$ cat src/rtl/pdv_pkg.sv
// Constants, field layouts and threshold, receive event and state types for the PD PHY vendor register bank
package pdv_pkg;

  // Clock and timing
  localparam int CLK_MHZ      = 125;
  localparam int TICK_US      = 1000;
  localparam int TICK_CYCLES  = TICK_US * CLK_MHZ;
  localparam int BIST_CONT_US = 50000;
  localparam int BIST_CYCLES  = BIST_CONT_US * CLK_MHZ;
  localparam int TICK_W       = 17;
  localparam int BIST_W       = 23;

  // Register offsets
  localparam logic [7:0] OFS_TX_CTRL   = 8'h95;
  localparam logic [7:0] OFS_RX_CTRL   = 8'h96;
  localparam logic [7:0] OFS_RX_STAT   = 8'h97;
  localparam logic [7:0] OFS_DRAIN     = 8'h98;
  localparam logic [7:0] OFS_THERMAL   = 8'h99;
  localparam logic [7:0] OFS_TIMER_LO  = 8'hA0;
  localparam logic [7:0] OFS_TIMER_HI  = 8'hA1;
  localparam logic [7:0] REG_RESET     = 8'h00;

  // Field positions
  localparam int TXC_CONT_BIT  = 2;
  localparam int TXC_FRS_BIT   = 1;
  localparam int RXC_RSV_BIT   = 3;
  localparam int RXC_OVR_BIT   = 2;
  localparam int RXC_SEL_LSB   = 0;
  localparam int RXS_PRE_BIT   = 3;
  localparam int RXS_CRC_BIT   = 2;
  localparam int RXS_EOP_BIT   = 1;
  localparam int RXS_SOP_BIT   = 0;
  localparam int DRN_VCONN_BIT = 1;
  localparam int DRN_VBUS_BIT  = 0;
  localparam int OT_LIVE_BIT   = 4;
  localparam int OT_EN_BIT     = 0;
  localparam int VST_TIMER_BIT = 4;
  localparam int VST_OT_BIT    = 2;

  // Threshold select encodings
  localparam logic [1:0] SEL_SNK   = 2'h0;
  localparam logic [1:0] SEL_SRC   = 2'h1;
  localparam logic [1:0] SEL_NEU   = 2'h2;
  localparam logic [1:0] SEL_MIXED = 2'h3;

  typedef enum logic [1:0] {PDV_LVL_SNK, PDV_LVL_SRC, PDV_LVL_NEU} pdv_level_type;

  typedef struct packed {
    pdv_level_type high;
    pdv_level_type low;
  } pdv_thresh_type;

  typedef struct packed {
    logic preamble;
    logic sop;
    logic eop;
    logic crc_ok;
  } pdv_rx_event_type;

  typedef enum logic {PDV_TMR_IDLE, PDV_TMR_RUN} pdv_timer_state_type;
  typedef enum logic {PDV_BIST_IDLE, PDV_BIST_SEND} pdv_bist_state_type;

endpackage

$ cat src/rtl/pdv_vendor_regs.sv
// PD PHY vendor control and status registers with tick timer
//
// Contract
// - Carrier mode 2 pattern is timed when select is 0, continuous when 1.
// - Writing fast role swap bit 1 sends a fast role swap signal.
// - Override 0 takes thresholds from power role; 1 from select field.
// - Select 00 sink, 01 source, 10 neutral, 11 sink high with source low.
// - Status bit 3 marks preamble seen, bit 0 marks start of packet.
// - Status bit 2 marks good CRC, bit 1 marks end of packet.
// - Internal cable power drain used only while control bit 1 is 0.
// - Internal bus power drain used only while control bit 0 is 0.
// - Thermal bit 4 shows live overheat detector output, read only.
// - Overheat detection enabled only while thermal bit 0 is 1; reset 0.
// - Timer low byte register is writable and resets to zero.
// - New timer value applies only on high byte write; low first.
// - Timer byte reads return last written value, not the live count.
// - A non-zero applied value starts the timer counting toward zero.
// - Reaching zero sets the timer expired flag.
// - Applying zero stops the timer and keeps it disabled.
// - Each count is one 1000 microsecond tick.
// - Timer high byte register is writable, resets to zero, applies value.
// - Expired flag is vendor status bit 4; 0 when not expired or disabled.
// - Latched overheat flag at vendor status bit 2 sets on detection.
module pdv_vendor_regs
  import pdv_pkg::*;
#(
  parameter int TICK_CYCLES_P = TICK_CYCLES,
  parameter int BIST_CYCLES_P = BIST_CYCLES
) (
  // Clock and reset
  input  wire logic             clk_i,
  input  wire logic             rst_i,
  // Register access from the serial slave
  input  wire logic [7:0]       reg_addr_i,
  input  wire logic             reg_wr_i,
  input  wire logic [7:0]       reg_wdata_i,
  input  wire logic             reg_rd_i,
  output logic      [7:0]       reg_rdata_o,
  // Vendor status flags, write-one-clear pulses from the status block
  input  wire logic [7:0]       status_clear_i,
  output logic                  tick_timer_expired_o,
  output logic                  overheat_latched_o,
  // Transmitter
  input  wire logic             bist_carrier_start_i,
  input  wire logic             bist_carrier_stop_i,
  output logic                  bist_carrier_o,
  output logic                  frs_send_o,
  input  wire logic             frs_done_i,
  // Receiver
  input  wire logic             power_role_source_i,
  input  wire pdv_rx_event_type rx_event_i,
  output pdv_thresh_type        rx_thresh_o,
  // Discharge
  input  wire logic             vbus_drain_req_i,
  input  wire logic             vconn_drain_req_i,
  output logic                  vbus_drain_o,
  output logic                  vconn_drain_o,
  // Thermal
  input  wire logic             overheat_detector_i
);

  localparam logic [TICK_W-1:0] TICK_LAST = TICK_W'(TICK_CYCLES_P - 1);
  localparam logic [BIST_W-1:0] BIST_LAST = BIST_W'(BIST_CYCLES_P - 1);

  function automatic logic hit(input logic [7:0] addr, input logic [7:0] ofs);
    return addr == ofs;
  endfunction

  function automatic pdv_level_type sel_high(input logic [1:0] sel);
    case (sel)
      SEL_SRC: return PDV_LVL_SRC;
      SEL_NEU: return PDV_LVL_NEU;
      default: return PDV_LVL_SNK;
    endcase
  endfunction

  function automatic pdv_level_type sel_low(input logic [1:0] sel);
    case (sel)
      SEL_SNK: return PDV_LVL_SNK;
      SEL_NEU: return PDV_LVL_NEU;
      default: return PDV_LVL_SRC;
    endcase
  endfunction

  logic                carrier_continuous_reg;
  logic                frs_reg;
  logic                rx_threshold_override_reg;
  logic                rx_ctrl_spare_reg;
  logic [1:0]          rx_threshold_select_reg;
  logic [3:0]          rx_status_reg;
  logic                cable_power_drain_off_reg;
  logic                bus_power_drain_off_reg;
  logic                overheat_detect_on_reg;
  logic [7:0]          tick_timer_low_reg;
  logic [7:0]          tick_timer_high_reg;
  logic [7:0]          rdata_reg;
  logic                sync1_reg;
  logic                sync2_reg;
  logic                sync3_reg;
  logic                overheat_raw_reg;
  logic                overheat_latched_reg;
  logic                expired_reg;
  logic [15:0]         tick_timer_value_reg;
  logic [TICK_W-1:0]   tick_cnt_reg;
  logic [BIST_W-1:0]   bist_cnt_reg;
  pdv_timer_state_type tmr_state_reg;
  pdv_bist_state_type  bist_state_reg;
  pdv_thresh_type      thresh_reg;
  pdv_thresh_type      thresh_next;
  logic                vbus_drain_reg;
  logic                vconn_drain_reg;
  logic                overheat_live;
  logic                timer_load;
  logic [15:0]         timer_load_value;
  logic                tick;
  logic                timer_hits_zero;
  logic                frs_set;
  logic [7:0]          rdata_next;

  // Write decode
  assign frs_set          = reg_wr_i && hit(reg_addr_i, OFS_TX_CTRL)
                            && reg_wdata_i[TXC_FRS_BIT];
  assign timer_load       = reg_wr_i && hit(reg_addr_i, OFS_TIMER_HI);
  assign timer_load_value = {reg_wdata_i, tick_timer_low_reg};

  // Software control fields
  always_ff @(posedge clk_i) begin
    if (rst_i) begin
      carrier_continuous_reg    <= 1'b0;
      rx_threshold_override_reg <= 1'b0;
      rx_ctrl_spare_reg         <= 1'b0;
      rx_threshold_select_reg   <= SEL_SNK;
      cable_power_drain_off_reg <= 1'b0;
      bus_power_drain_off_reg   <= 1'b0;
      overheat_detect_on_reg    <= 1'b0;
      tick_timer_low_reg        <= REG_RESET;
      tick_timer_high_reg       <= REG_RESET;
    end else if (reg_wr_i) begin
      if (hit(reg_addr_i, OFS_TX_CTRL)) begin
        carrier_continuous_reg <= reg_wdata_i[TXC_CONT_BIT];
      end
      if (hit(reg_addr_i, OFS_RX_CTRL)) begin
        rx_threshold_override_reg <= reg_wdata_i[RXC_OVR_BIT];
        rx_ctrl_spare_reg         <= reg_wdata_i[RXC_RSV_BIT];
        rx_threshold_select_reg   <= reg_wdata_i[RXC_SEL_LSB +: 2];
      end
      if (hit(reg_addr_i, OFS_DRAIN)) begin
        cable_power_drain_off_reg <= reg_wdata_i[DRN_VCONN_BIT];
        bus_power_drain_off_reg   <= reg_wdata_i[DRN_VBUS_BIT];
      end
      if (hit(reg_addr_i, OFS_THERMAL)) begin
        overheat_detect_on_reg <= reg_wdata_i[OT_EN_BIT];
      end
      if (hit(reg_addr_i, OFS_TIMER_LO)) begin
        tick_timer_low_reg <= reg_wdata_i;
      end
      if (timer_load) begin
        tick_timer_high_reg <= reg_wdata_i;
      end
    end
  end

  // Fast role swap request; a new write wins over the done pulse
  always_ff @(posedge clk_i) begin
    if (rst_i) begin
      frs_reg <= 1'b0;
    end else if (frs_set) begin
      frs_reg <= 1'b1;
    end else if (frs_done_i) begin
      frs_reg <= 1'b0;
    end
  end
  assign frs_send_o = frs_reg;

  // Carrier mode 2 sender; the mode bit is sampled live so it can end a run
  always_ff @(posedge clk_i) begin
    if (rst_i) begin
      bist_state_reg <= PDV_BIST_IDLE;
      bist_cnt_reg   <= '0;
    end else begin
      case (bist_state_reg)
        PDV_BIST_IDLE: begin
          bist_cnt_reg <= '0;
          if (bist_carrier_start_i) begin
            bist_state_reg <= PDV_BIST_SEND;
          end
        end
        PDV_BIST_SEND: begin
          bist_cnt_reg <= bist_cnt_reg + 1'b1;
          if (bist_carrier_stop_i) begin
            bist_state_reg <= PDV_BIST_IDLE;
          end else if (!carrier_continuous_reg && bist_cnt_reg >= BIST_LAST) begin
            bist_state_reg <= PDV_BIST_IDLE;
          end
        end
        default: bist_state_reg <= PDV_BIST_IDLE;
      endcase
    end
  end
  assign bist_carrier_o = (bist_state_reg == PDV_BIST_SEND);

  // Receive thresholds
  always_comb begin
    if (rx_threshold_override_reg) begin
      thresh_next.high = sel_high(rx_threshold_select_reg);
      thresh_next.low  = sel_low(rx_threshold_select_reg);
    end else if (power_role_source_i) begin
      thresh_next.high = PDV_LVL_SRC;
      thresh_next.low  = PDV_LVL_SRC;
    end else begin
      thresh_next.high = PDV_LVL_SNK;
      thresh_next.low  = PDV_LVL_SNK;
    end
  end

  always_ff @(posedge clk_i) begin
    if (rst_i) begin
      thresh_reg <= '{high: PDV_LVL_SNK, low: PDV_LVL_SNK};
    end else begin
      thresh_reg <= thresh_next;
    end
  end
  assign rx_thresh_o = thresh_reg;

  // Receive status; a fresh preamble starts a new packet record
  always_ff @(posedge clk_i) begin
    if (rst_i) begin
      rx_status_reg <= 4'h0;
    end else if (rx_event_i.preamble) begin
      rx_status_reg <= 4'h0;
      rx_status_reg[RXS_PRE_BIT] <= 1'b1;
      rx_status_reg[RXS_SOP_BIT] <= rx_event_i.sop;
    end else begin
      if (rx_event_i.sop) begin
        rx_status_reg[RXS_SOP_BIT] <= 1'b1;
      end
      if (rx_event_i.eop) begin
        rx_status_reg[RXS_EOP_BIT] <= 1'b1;
      end
      if (rx_event_i.crc_ok) begin
        rx_status_reg[RXS_CRC_BIT] <= 1'b1;
      end
    end
  end

  // Discharge switches
  always_ff @(posedge clk_i) begin
    if (rst_i) begin
      vbus_drain_reg  <= 1'b0;
      vconn_drain_reg <= 1'b0;
    end else begin
      vbus_drain_reg  <= vbus_drain_req_i && !bus_power_drain_off_reg;
      vconn_drain_reg <= vconn_drain_req_i && !cable_power_drain_off_reg;
    end
  end
  assign vbus_drain_o  = vbus_drain_reg;
  assign vconn_drain_o = vconn_drain_reg;

  // Detector pin is asynchronous; accept a level once two stages agree
  always_ff @(posedge clk_i) begin
    if (rst_i) begin
      sync1_reg        <= 1'b0;
      sync2_reg        <= 1'b0;
      sync3_reg        <= 1'b0;
      overheat_raw_reg <= 1'b0;
    end else begin
      sync1_reg <= overheat_detector_i;
      sync2_reg <= sync1_reg;
      sync3_reg <= sync2_reg;
      if (sync2_reg == sync3_reg) begin
        overheat_raw_reg <= sync3_reg;
      end
    end
  end
  assign overheat_live = overheat_raw_reg && overheat_detect_on_reg;

  // Latched overheat flag; detection wins over a clear
  always_ff @(posedge clk_i) begin
    if (rst_i) begin
      overheat_latched_reg <= 1'b0;
    end else if (overheat_live) begin
      overheat_latched_reg <= 1'b1;
    end else if (status_clear_i[VST_OT_BIT]) begin
      overheat_latched_reg <= 1'b0;
    end
  end
  assign overheat_latched_o = overheat_latched_reg;

  // Millisecond tick timer
  assign tick            = (tick_cnt_reg == TICK_LAST);
  assign timer_hits_zero = (tmr_state_reg == PDV_TMR_RUN) && tick
                           && (tick_timer_value_reg == 16'h0001);

  always_ff @(posedge clk_i) begin
    if (rst_i) begin
      tmr_state_reg        <= PDV_TMR_IDLE;
      tick_timer_value_reg <= 16'h0000;
      tick_cnt_reg         <= '0;
    end else if (timer_load) begin
      tick_timer_value_reg <= timer_load_value;
      tick_cnt_reg         <= '0;
      if (timer_load_value != 16'h0000) begin
        tmr_state_reg <= PDV_TMR_RUN;
      end else begin
        tmr_state_reg <= PDV_TMR_IDLE;
      end
    end else begin
      case (tmr_state_reg)
        PDV_TMR_RUN: begin
          tick_cnt_reg <= tick ? '0 : tick_cnt_reg + 1'b1;
          if (tick) begin
            tick_timer_value_reg <= tick_timer_value_reg - 16'h0001;
          end
          if (timer_hits_zero) begin
            tmr_state_reg <= PDV_TMR_IDLE;
          end
        end
        PDV_TMR_IDLE: tick_cnt_reg <= '0;
        default:      tmr_state_reg <= PDV_TMR_IDLE;
      endcase
    end
  end

  // Expiry wins over a clear; reloading means no longer expired
  always_ff @(posedge clk_i) begin
    if (rst_i) begin
      expired_reg <= 1'b0;
    end else if (timer_hits_zero && !timer_load) begin
      expired_reg <= 1'b1;
    end else if (timer_load || status_clear_i[VST_TIMER_BIT]) begin
      expired_reg <= 1'b0;
    end
  end
  assign tick_timer_expired_o = expired_reg;

  // Read mux; timer bytes give back what was written, not the count
  always_comb begin
    rdata_next = 8'h00;
    case (reg_addr_i)
      OFS_TX_CTRL: begin
        rdata_next[TXC_CONT_BIT] = carrier_continuous_reg;
        rdata_next[TXC_FRS_BIT]  = frs_reg;
      end
      OFS_RX_CTRL: begin
        rdata_next[RXC_RSV_BIT]         = rx_ctrl_spare_reg;
        rdata_next[RXC_OVR_BIT]         = rx_threshold_override_reg;
        rdata_next[RXC_SEL_LSB +: 2]    = rx_threshold_select_reg;
      end
      OFS_RX_STAT:  rdata_next[3:0] = rx_status_reg;
      OFS_DRAIN: begin
        rdata_next[DRN_VCONN_BIT] = cable_power_drain_off_reg;
        rdata_next[DRN_VBUS_BIT]  = bus_power_drain_off_reg;
      end
      OFS_THERMAL: begin
        rdata_next[OT_LIVE_BIT] = overheat_live;
        rdata_next[OT_EN_BIT]   = overheat_detect_on_reg;
      end
      OFS_TIMER_LO: rdata_next = tick_timer_low_reg;
      OFS_TIMER_HI: rdata_next = tick_timer_high_reg;
      default:      rdata_next = 8'h00;
    endcase
  end

  always_ff @(posedge clk_i) begin
    if (rst_i) begin
      rdata_reg <= 8'h00;
    end else if (reg_rd_i) begin
      rdata_reg <= rdata_next;
    end
  end
  assign reg_rdata_o = rdata_reg;
endmodule

$ cat config.mk
export PLATFORM = sky130hd
export DESIGN_NAME = pdv_vendor_regs
export DESIGN_NICKNAME = d
export VERILOG_FILES = /design/src/rtl/pdv_pkg.sv /design/src/rtl/pdv_vendor_regs.sv
export SDC_FILE = /design/constraint.sdc
export NUM_CORES = 1
export LEC_CHECK = 0
export ABC_AREA = 0
export BUFFER_PORTS_ARGS = -buffer_cell sky130_fd_sc_hd__clkbuf_2
export CAP_MARGIN = 10
export CELL_PAD_IN_SITES_DETAIL_PLACEMENT = 1
export CELL_PAD_IN_SITES_GLOBAL_PLACEMENT = 1
export CORE_ASPECT_RATIO = 0.7
export CORE_MARGIN = 5
export CORE_UTILIZATION = 45
export DETAILED_ROUTE_END_ITERATION = 10
export GPL_TIMING_DRIVEN = 0
export PLACE_DENSITY = 0.79
export SLEW_MARGIN = 20
export SYNTH_ARGS = -nofsm -noshare
export SYNTH_HDL_FRONTEND = slang
export SYNTH_SLANG_ARGS = --single-unit
$ cat constraint.sdc
create_clock -name clk_i -period 2.48 [get_ports clk_i]
set_input_delay 0 -clock clk_i [delete_from_list [all_inputs] [get_ports clk_i]]
set_output_delay 0 -clock clk_i [all_outputs]
set_load 0.01 [all_outputs]
==> run metrics <==
status completed; WL final 16,700 µm; HPWL after DPL 12,000 µm; mux contribution to synthesized area 4.32%; Iteration-0 DRC Markers 439; Reg-to-Reg End tick_timer_value_reg[12]$_SDFFE_PP0P_; Min-Delay Startpoint reg_wdata_i[2]; max_cap viols 0; via count 4,962; Layout Skew 8.42 ps; number of flops mapped to enable cells by yosys 0; Slew Limit Fails 0; Final setup viols 0; CP required 2740 ps; Finished Cell Area 6090 µm²; P per Cell Area 563 nW/µm²; DR pass1 iterations 4; min-delay worst type primary input to register; Cell Chain, Critical Path or4_4 > nor4_4 > buf_6 > a211oi_1 > nor4_2; setup_tns 0 ps; synthesized-area fraction occupied by adder cells 0.966%; Boundary Pins 57; Synth-to-Final Area Change 17.6%; Core ar. 11,100 µm²; Final min period 2260 ps; CTS Buf Count 9; Antenna Nets Post-Route 0; top cells by instance count after synthesis 106 x dfxtp_1, 74 x nor2_1, 41 x nand2_1; GRT Residual Overflow 0; Fin. Hold Viols 0; RSZ-0062 raised after global routing false; Buffers on Ports 47; CTS tree built; Worst setup SP type register; Die ar. 13,800 µm²; Post-Synth Simple-Gate Area 32.6%; CTS clk-pin slew, worst paths 70 ps; GRT Total Usage 24.2%; worst r2r src tick_cnt_reg[5]$_SDFF_PP0_; post-synthesis xor/xnor area fraction 4.57%; share of cells above drive strength 1 15.6%; Clk Latency, worst-skew pair 360 ps; vias in the first global route 4,981; count of cell types in the netlist 71; initial core utilization 46.5%; top-count cell post-synth dfxtp_1; Slew Limit Headroom 49.0%; leakage 2.21 nW; clock buffer depth 2; Peak Freq 442 MHz; Tcrit/Tclk final 91.2%; Compound-Gate Fraction of Synth Area 11.5%; WP data arrival 2520 ps; Placed Instance Area 5610 µm²; slowest CP cell nor4_4; register area share after synthesis 41.0%; CTS root buffer clkbuf_16; DR DRC count 0; WL/cell 20.3 µm; crit path kind register to register; clock sinks 106; Worst Setup End Kind register; number of synthesized register bits 106; max reg flops 23; FF-to-FF setup slack 220 ps; cells after synthesis 585; H-tree depth 3; top post-synthesis cells by area dfxtp_1 41%, nor2_1 5.4%, mux2i_1 3.7%; Worst VDD drop 0.000371 V; Hold Crit Depth 3; Syn. warnings 0; die height 99.8 µm; share of the synthesized area in the top cell type 41.0%; first-pass GRT wire length 26,800 µm; Min-Delay Endpoint tick_timer_high_reg[2]$_SDFFE_PP0P_; Netlist Area Pre-Place 5180 µm²; Reg2Reg Depth 5; Post-Route Utilization 54.7%; CP peak stage delay 590 ps; Net Count, Synth 628; largest family of logic cells by synthesized area simple AND/OR/NAND/NOR gates; Final nets 703; initial antenna violation count 0; Post-synth top flop dfxtp_1; CP Max Fanout 10; cell taking the most area after synthesis dfxtp_1; largest net degree at the start of global routing 19; Worst Tran Pin Value 755 ps; GP Congestion 0.908; die width 138 µm; Async SR Flop Fraction 0%; row cnt 32; synthesized area per cell 8.85 µm²; Vias/cell 6.06
cells by family after synthesis:
| logic type | count (synthesis) |
|---|---|
| simple gates | 290 |
| flops | 106 |
| compound gates | 86 |
| buf+inv | 50 |
| xor+xnor | 27 |
| mux | 22 |
| fa+ha+maj | 4 |
metrics by stage:
step           worst slack, ps  instances  hold slack [ps]  power (W)
2_1_floorplan              579        585             79.3    0.00185
3_3_place_gp               339        785              208    0.00193
3_5_place_dp               258        785              229    0.00193
4_1_cts                    214        818             8.32    0.00344
5_1_grt                   65.0        818             2.76    0.00354
6_report                   218        819             23.2    0.00343
placed cells by master, fill, tap and decap left out, drive strengths merged, types with 3 or more instances in the layout:
master,instances
dfxtp,106
clkbuf,77
nor2,74
nand2,41
nand3,27
a21oi,25
nor4,22
nand4,20
mux2i,19
nor3,19
dlygate4sd3,18
and4,18
inv,17
xnor2,15
buf,13
nor2b,12
o21ai,12
xor2,12
a211oi,11
or4,11
and3,6
o211ai,6
and2,5
nand2b,5
nor4b,5
or3,5
nor3b,5
or4b,5
ha,4
mux2,3
a31oi,3
a41oi,3
a2111o,3
o31ai,3
clkinv,3
timing repair:
item	in CTS	in global routing
resized for setup	0	0
hold buffers	17	0
buffers inserted	0	0
endpoints found under the hold margin	19	0
worst max-delay path, delay by kind of cell, from the launching register on:
kind,cells,cell delay (ps)
and+or+nand+nor,3,1450
buffers and inverters,1,240
AOI/OAI and AO/OA,1,100
DFF,1,380
final cells by class:
class                      count  area, µm²
sequential                   106       2120
timing repair buffer          64        405
tap                          153        191
inverter                      16       60.1
fill                        1360       5040
buffer                        34        206
multi-input combinational    429       2790
clock inverter                 6       72.6
antenna                        1       2.50
clock buffer                  10        239
worst max path at each step:
stage,startpoint,to
final,tick_cnt_reg[5]$_SDFF_PP0_,tick_timer_value_reg[12]$_SDFFE_PP0P_
after CTS,tick_cnt_reg[5]$_SDFF_PP0_,tick_timer_value_reg[1]$_SDFFE_PP0P_
after floorplan,tick_cnt_reg[5]$_SDFF_PP0_,tick_timer_value_reg[10]$_SDFFE_PP0P_
after global placement,tick_cnt_reg[5]$_SDFF_PP0_,tick_cnt_reg[16]$_SDFF_PP0_
after detailed placement,tick_cnt_reg[5]$_SDFF_PP0_,tick_cnt_reg[9]$_SDFF_PP0_
after global routing,tick_cnt_reg[0]$_SDFF_PP0_,tick_timer_value_reg[12]$_SDFFE_PP0P_
report_power, final:
part,internal [W],switching (W),leakage [nW]
registers,0.00172,0.0000104,0.857
clock network,0.000822,0.000685,0.150
logic,0.0000728,0.000121,1.20
total,0.00261,0.000816,2.21
per-layer routing:
layer	track usage, %	routed length, µm
met1	34.1	7880
met2	37.3	7470
met3	6.10	1080
met4	6.38	215
met5	0	0
Note: power is estimated with default switching activity, not from simulation.
